## config.mk

```make
export PLATFORM = sky130hd
export DESIGN_NAME = hybrid_taps_rx_gain_regs
export DESIGN_NICKNAME = d
export VERILOG_FILES = /design/src/hdl/hybrid_regs_pkg.sv /design/src/hdl/hybrid_reg_cell.sv /design/src/hdl/hybrid_taps_rx_gain_regs.sv
export VERILOG_INCLUDE_DIRS = /design/src /design/src/hdl
export SDC_FILE = /design/constraint.sdc
export NUM_CORES = 1
export LEC_CHECK = 0
export BUFFER_PORTS_ARGS = -buffer_cell sky130_fd_sc_hd__buf_2
export CAP_MARGIN = 15
export CORE_UTILIZATION = 38
export DETAILED_ROUTE_END_ITERATION = 7
export PLACE_DENSITY = 0.65
export REMOVE_ABC_BUFFERS = 1
export SLEW_MARGIN = 0
export SYNTH_ARGS = -nofsm -noshare
export SYNTH_HDL_FRONTEND = slang
export SYNTH_SLANG_ARGS = --single-unit
```

## constraint.sdc

```tcl
create_clock -name i_clk -period 1.72 [get_ports i_clk]
set_input_delay 0.344 -clock i_clk [delete_from_list [all_inputs] [get_ports i_clk]]
set_output_delay 0.344 -clock i_clk [all_outputs]
set_load 0.02 [all_outputs]
```

## src/hdl/hybrid_regs_defines.svh

```systemverilog
// Register map constants for the hybrid tap and receive gain registers.
// Assumes the serial control port delivers an 8-bit address and 8-bit data.
`ifndef HYBRID_REGS_DEFINES_SVH
`define HYBRID_REGS_DEFINES_SVH
`define ADDR_TAP7       8'h33
`define ADDR_TAP8       8'h34
`define ADDR_RSVD_FIRST 8'h35
`define ADDR_RSVD_LAST  8'h3a
`define ADDR_RX_GAIN    8'h3b
`define TAP_RESET       8'h00
`define GAIN_RESET      8'h00
`define GAIN_STEP_POS   2
`define DRAW_EN_POS     1
`define GAIN_WR_MASK    8'h06
`define RSVD_READ       8'h00
`endif

```

## src/hdl/hybrid_regs_pkg.sv

```systemverilog
// Types for the hybrid tap and receive gain register block.
// Assumes the defines header is included by files that need offsets.
package hybrid_regs_pkg;
  typedef logic [7:0] reg_byte_t;
  typedef logic [7:0] reg_addr_t;
endpackage

```

## src/hdl/hybrid_reg_cell.sv

```systemverilog
// One 8-bit read/write register with a write-select and reset value.
// Assumes a single synchronous clock and an asynchronous active-high reset.
`timescale 1ns/1ps
module hybrid_reg_cell (
  input  wire logic                     i_clk,
  input  wire logic                     i_rst,
  input  wire logic                     i_sel,
  input  wire hybrid_regs_pkg::reg_byte_t i_mask,
  input  wire hybrid_regs_pkg::reg_byte_t i_wdata,
  output hybrid_regs_pkg::reg_byte_t    o_value
);
  import hybrid_regs_pkg::*;

  reg_byte_t value;
  reg_byte_t next_value;

  // =====================================================
  // Storage.
  always_comb begin
    next_value = value;
    if (i_sel) begin
      next_value = i_wdata & i_mask;
    end
  end

  always_ff @(posedge i_clk or posedge i_rst) begin
    if (i_rst) begin
      value <= 8'h00;
    end else begin
      value <= next_value;
    end
  end

  assign o_value = value;
endmodule

```

## src/hdl/hybrid_taps_rx_gain_regs.sv

```systemverilog
// Hybrid taps seven and eight plus receive gain control register bank.
// Assumes a serial control port decoder hands over one-cycle write and read strobes.
//
// Behaviour
// RULE1 - Tap seven has a read/write 8-bit coefficient register feeding the filter.
// RULE2 - Tap eight has a read/write 8-bit coefficient register feeding the filter.
// RULE3 - A zero coefficient gives no filter contribution, and zero is the reset value.
// RULE4 - The host never writes the reserved addresses, whose contents are undefined.
// RULE5 - The host writes zeros to the unused bits of the receive gain register.
// RULE6 - Gain bit two cleared gives no gain, set gives one dB of receive gain.
// RULE7 - Draw enable bit one with the companion line bit draws on-hook loop current.
// RULE8 - A coefficient write changes only its own tap, from the next filter sample.
`timescale 1ns/1ps
`include "hybrid_regs_defines.svh"
module hybrid_taps_rx_gain_regs (
  input  wire logic                       i_clk,
  input  wire logic                       i_rst,
  input  wire logic                       i_wr,
  input  wire logic                       i_rd,
  input  wire hybrid_regs_pkg::reg_addr_t i_addr,
  input  wire hybrid_regs_pkg::reg_byte_t i_wdata,
  input  wire logic                       i_sample,
  input  wire logic                       i_companion_line_bit,
  input  wire logic                       i_on_hook,
  output hybrid_regs_pkg::reg_byte_t      o_rdata,
  output logic                            o_rvalid,
  output hybrid_regs_pkg::reg_byte_t      o_tap7_coeff,
  output hybrid_regs_pkg::reg_byte_t      o_tap8_coeff,
  output logic                            o_tap7_active,
  output logic                            o_tap8_active,
  output logic                            o_rx_gain_step,
  output logic                            o_loop_draw
);
  import hybrid_regs_pkg::*;

  reg_byte_t hybrid_tap7_coeff;
  reg_byte_t hybrid_tap8_coeff;
  reg_byte_t rx_gain_control;
  logic      sel7;
  logic      sel8;
  logic      selg;
  logic      comp_s1;
  logic      comp_s2;
  logic      hook_s1;
  logic      hook_s2;
  reg_byte_t rdata;
  reg_byte_t next_rdata;
  logic      rvalid;
  reg_byte_t tap7;
  reg_byte_t tap8;
  logic      act7;
  logic      act8;
  logic      gain;
  logic      draw;
  logic      next_rvalid;
  reg_byte_t next_tap7;
  reg_byte_t next_tap8;
  logic      next_act7;
  logic      next_act8;
  logic      next_gain;
  logic      next_draw;

  // =====================================================
  // Address decode.
  function automatic logic hit(input reg_addr_t a, input reg_addr_t target);
    hit = (a == target);
  endfunction

  always_comb begin
    sel7 = 1'b0;
    sel8 = 1'b0;
    selg = 1'b0;
    if (i_wr && hit(i_addr, `ADDR_TAP7)) begin
      sel7 = 1'b1; // RULE8
    end else if (i_wr && hit(i_addr, `ADDR_TAP8)) begin
      sel8 = 1'b1; // RULE8
    end else if (i_wr && hit(i_addr, `ADDR_RX_GAIN)) begin
      selg = 1'b1;
    end
  end

  // =====================================================
  // Register storage.
  hybrid_reg_cell u_tap7 (
    .i_clk   (i_clk),
    .i_rst   (i_rst),
    .i_sel   (sel7),
    .i_mask  (8'hff),
    .i_wdata (i_wdata),
    .o_value (hybrid_tap7_coeff)
  ); // RULE1

  hybrid_reg_cell u_tap8 (
    .i_clk   (i_clk),
    .i_rst   (i_rst),
    .i_sel   (sel8),
    .i_mask  (8'hff),
    .i_wdata (i_wdata),
    .o_value (hybrid_tap8_coeff)
  ); // RULE2

  // Unused bits are masked so they read back as zero whatever is written.
  hybrid_reg_cell u_gain (
    .i_clk   (i_clk),
    .i_rst   (i_rst),
    .i_sel   (selg),
    .i_mask  (`GAIN_WR_MASK),
    .i_wdata (i_wdata),
    .o_value (rx_gain_control)
  ); // RULE5

  // =====================================================
  // Pin synchronisers.
  always_ff @(posedge i_clk or posedge i_rst) begin
    if (i_rst) begin
      comp_s1 <= 1'b0;
      comp_s2 <= 1'b0;
      hook_s1 <= 1'b0;
      hook_s2 <= 1'b0;
    end else begin
      comp_s1 <= i_companion_line_bit;
      comp_s2 <= comp_s1;
      hook_s1 <= i_on_hook;
      hook_s2 <= hook_s1;
    end
  end

  // =====================================================
  // Read path and filter-facing outputs.
  always_comb begin
    next_rdata  = rdata;
    next_rvalid = i_rd;
    if (i_rd) begin
      if (hit(i_addr, `ADDR_TAP7)) begin
        next_rdata = hybrid_tap7_coeff;
      end else if (hit(i_addr, `ADDR_TAP8)) begin
        next_rdata = hybrid_tap8_coeff;
      end else if (hit(i_addr, `ADDR_RX_GAIN)) begin
        next_rdata = rx_gain_control;
      end else begin
        next_rdata = `RSVD_READ; // RULE4
      end
    end
    next_tap7 = tap7;
    next_tap8 = tap8;
    next_act7 = act7;
    next_act8 = act8;
    if (i_sample) begin
      next_tap7 = hybrid_tap7_coeff; // RULE8
      next_tap8 = hybrid_tap8_coeff; // RULE8
      next_act7 = |hybrid_tap7_coeff; // RULE3
      next_act8 = |hybrid_tap8_coeff; // RULE3
    end
    next_gain = rx_gain_control[`GAIN_STEP_POS]; // RULE6
    next_draw = rx_gain_control[`DRAW_EN_POS] & comp_s2 & hook_s2; // RULE7
  end

  always_ff @(posedge i_clk or posedge i_rst) begin
    if (i_rst) begin
      rdata  <= 8'h00;
      rvalid <= 1'b0;
      tap7   <= 8'h00;
      tap8   <= 8'h00;
      act7   <= 1'b0;
      act8   <= 1'b0;
      gain   <= 1'b0;
      draw   <= 1'b0;
    end else begin
      rdata  <= next_rdata;
      rvalid <= next_rvalid;
      tap7   <= next_tap7;
      tap8   <= next_tap8;
      act7   <= next_act7;
      act8   <= next_act8;
      gain   <= next_gain;
      draw   <= next_draw;
    end
  end

  assign o_rdata        = rdata;
  assign o_rvalid       = rvalid;
  assign o_tap7_coeff   = tap7;
  assign o_tap8_coeff   = tap8;
  assign o_tap7_active  = act7;
  assign o_tap8_active  = act8;
  assign o_rx_gain_step = gain;
  assign o_loop_draw    = draw;
endmodule

```

==> summary.txt <==
Power and ir drop
  – Switch Pwr: ~0.00054 W
  – Pwr/cell area: 885 mW/mm2
  – Comb power frac: 0.107
  – Sw frac: 0.249
  – Part of the power in the clock network: 0.296
  – Pint: roughly 0.0016 W
  – Sequential share of power: 0.597
  – Leakage power: 1.26 nW
  – Worst vdd ir: between 0.3 and 0.4 mV

Die
  – Die height: around 75 um
  – Placement Rows: 26
  – Placeable Area: approximately 0.005 mm2
  – Die footprint: around 0.0056 mm2
  – Ports: 52
  – Die X: approximately 75 um
  – Initial core utilization: 0.394

Clock tree
  – Setup Fix Bufs, Post-CTS: 0
  – # resized after CTS: 0
  – Hold buffers post-CTS: 0
  – Root Buffer: clkbuf_8
  – Total CTS buffers: 5
  – Clock insertion delay at the later pin of the skew report: 0.30 ns
  – H-Tree Depth: 2
  – CTS tree: done
  – Clock sink count: slightly above 50
  – Worst-path clk slew: 0.08 ns
  – CTS Buffer Depth: 2

GRT
  – Vias in the first global route: 1293
  – Largest net degree at the start of global routing: 52
  – Total gr overflow: 0
  – Total GRT Usage: 0.159
  – First-pass GRT wire length: ~6400 um
  – Antenna violations before repair: 0

Placement
  – Final HPWL DP: 2870 um
  – Placed Instances: 257
  – Worst slack, placed: between 0.15 and 0.2 ns
  – GPL Wtd Cong: 0.744
  – IO Port Bufs: 51

Drt
  – DR DRC count: 0
  – Final ANT Viol Nets: 0
  – Total wire length: about 4000 um
  – Avg WL per Cell: 15.0 um
  – DR iter-0 viols: 78
  – Routed vias: roughly 1300
  – Drt pass-1 iters: 4
  – Via/cell ratio: approximately 4.8

STA
  – Final setup violation count: 0
  – Slew @ Worst Pin: 0.404 ns
  – RSZ-0062 raised after global routing: no
  – Setup Skew: 0.00790 ns
  – Final Max Slew Viols: 0
  – F_max: 823 MHz
  – Tcrit/Tclk final: 0.707
  – Hold Vio Cnt, Final: 0
  – Worst hold slack: about 0.075 ns
  – Min Tclk post-route: 1.22 ns
  – Setup ws final: 0.504 ns
  – Worst slew margin: 0.727
  – Sum Neg Setup Slack: 0 ns

Synthesis
  – Post-synth cell types: 24
  – Syn_area_per_cell: 14.7 um2
  – Flop and latch count out of synthesis: 51
  – Cell count after synthesis: roughly 140
  – Register area share after synthesis: 0.638
  – Synthesized area: ~0.002 mm2
  – Ys Warns: 0

Run status
  – Status: complete, no violations

Worst setup path
  – Arrival time at the worst endpoint: between 1 and 1.5 ns
  – Critical path type: in2reg
  – Reg2Reg Depth: 2
  – Critical Path End Type: register
  – Startpoint types: input port
  – Crit-path max FO: 8
  – WP data required: between 1.5 and 2 ns

Min path
  – Hold/Removal Path Class: in2async

Cells and area
  – Fraction of layout cells with a size suffix above 1: 0.528
  – Final Non-Filler Cells: between 200 and 300
  – NumNets Final: between 200 and 250
  – Area delta synth->final: 22.3%
  – ANT cells: 0

Run
  – MaxCap Viol Count: 0
==> state kept, by name, summed over array words and instances, names as in the netlist <==
name and flops:
o_tap8_active 1, hook_s1 1, u_tap8.o_value 8, o_rx_gain_step 1
o_tap8_coeff 8, u_gain.o_value 2, o_rdata 8, comp_s1 1
comp_s2 1, u_tap7.o_value 8, o_tap7_active 1, o_rvalid 1
hook_s2 1, o_loop_draw 1, o_tap7_coeff 8
==> layer usage <==
metal	track usage	wire length [um]	vias to the layer above
met3	0.0352	177	6
met5	0	0	-
met2	0.239	1870	35
met4	0.0901	64	0
met1	0.214	1840	625
li1	-	-	609
==> worst paths after layout <==
check                                         startpoint  slack (ns)                             to
min in group i_clk                             i_on_hook        0.15              hook_s1$_DFF_PP0_
max reg2reg                u_tap8.o_value[0]$_DFFE_PP0P_        0.61      o_tap8_active$_DFFE_PP0P_
min                                                i_rst        0.07              comp_s2$_DFF_PP0_
min reg2reg                            hook_s1$_DFF_PP0_        0.35              hook_s2$_DFF_PP0_
max in group asynchronous                          i_rst        1.42      o_tap7_active$_DFFE_PP0P_
max                                            i_addr[6]        0.50  u_tap7.o_value[5]$_DFFE_PP0N_
==> through the flow <==
stage                      util  cell area, um2  power, W
after CTS                 0.482            2450   0.00220
after floorplan               -            1990   0.00144
after global routing      0.482            2450   0.00227
final                     0.482            2450   0.00217
after global placement    0.467            2370   0.00155
after detailed placement  0.467            2370   0.00155
==> critical path: stages <==
cell      delay [ns]
buf_2           0.09
and4bb_2        0.39
nand3_2         0.24
mux2_2          0.33
==> cell families after synthesis <==
| kind of cell | share of synthesized area |
|---|---|
| AO/OA/AOI/OAI | 0.0638 |
| buffers and inverters | 0.0250 |
| flip-flops | 0.637 |
| multiplexers | 0.191 |
| AND/OR/NAND/NOR | 0.0825 |
==> cell usage in the layout (no fill, tap or decap) <==
cell and n:
nor2b_1 2, nand4_1 1, nor4_1 2, clkinvlp_4 1
o22ai_1 6, mux2_2 34, nand3_2 1, dfrtp_1 51
nor3_1 1, nand3_4 1, buf_4 3, inv_1 8
inv_2 1, nand2_1 1, clkbuf_8 5, a31oi_1 2
and3_1 1, nor4b_4 1, nand2b_1 2, o32ai_1 2
buf_12 1, and4bb_2 2, nor2_1 3, and3b_2 1
nor4b_1 1, a22oi_1 8, buf_2 51
==> final cells by class <==
| type | count | area, um2 |
|---|---|---|
| clock buffers | 5 | 68.8 |
| clock inverters | 1 | 7.51 |
| fillers | 497 | 2630 |
| inverters | 9 | 33.8 |
| multi-input cells | 72 | 676 |
| flip-flops and latches | 51 | 1280 |
| well taps | 70 | 87.6 |
| repair buffers | 55 | 298 |
==> power groups by stage <==
stage | Combinational (W) | Clock (W) | Sequential [W]
floorplan | 0.0000904 | 0 | 0.00135
global placement | 0.000234 | 0 | 0.00132
detailed placement | 0.000236 | 0 | 0.00132
CTS | 0.000237 | 0.000668 | 0.00129
global route | 0.000257 | 0.000714 | 0.00130
finish | 0.000233 | 0.000641 | 0.00129
==> synthesized netlist by cell type <==
cell / n / share of area
and4bb_2: 2 / 0.012
o32ai_1: 2 / 0.0088
and3b_2: 1 / 0.0050
nor2b_1: 2 / 0.0062
and3_1: 1 / 0.0031
buf_2: 1 / 0.0025
nor4b_4: 1 / 0.012
a22oi_1: 8 / 0.030
dfrtp_1: 51 / 0.64
inv_1: 9 / 0.017
buf_1: 1 / 0.0019
mux2_2: 34 / 0.19
nand3_2: 1 / 0.0050
nand2_1: 1 / 0.0019
a31oi_1: 2 / 0.0062
nand4_1: 1 / 0.0031
nor3_1: 1 / 0.0025
clkbuf_1: 2 / 0.0038
nor2_1: 3 / 0.0056
o22ai_1: 6 / 0.019
nand2b_1: 2 / 0.0062
nand3_4: 1 / 0.0088
nor4b_1: 1 / 0.0044
nor4_1: 2 / 0.0062
No activity file was read; power rests on OpenSTA's default activity.
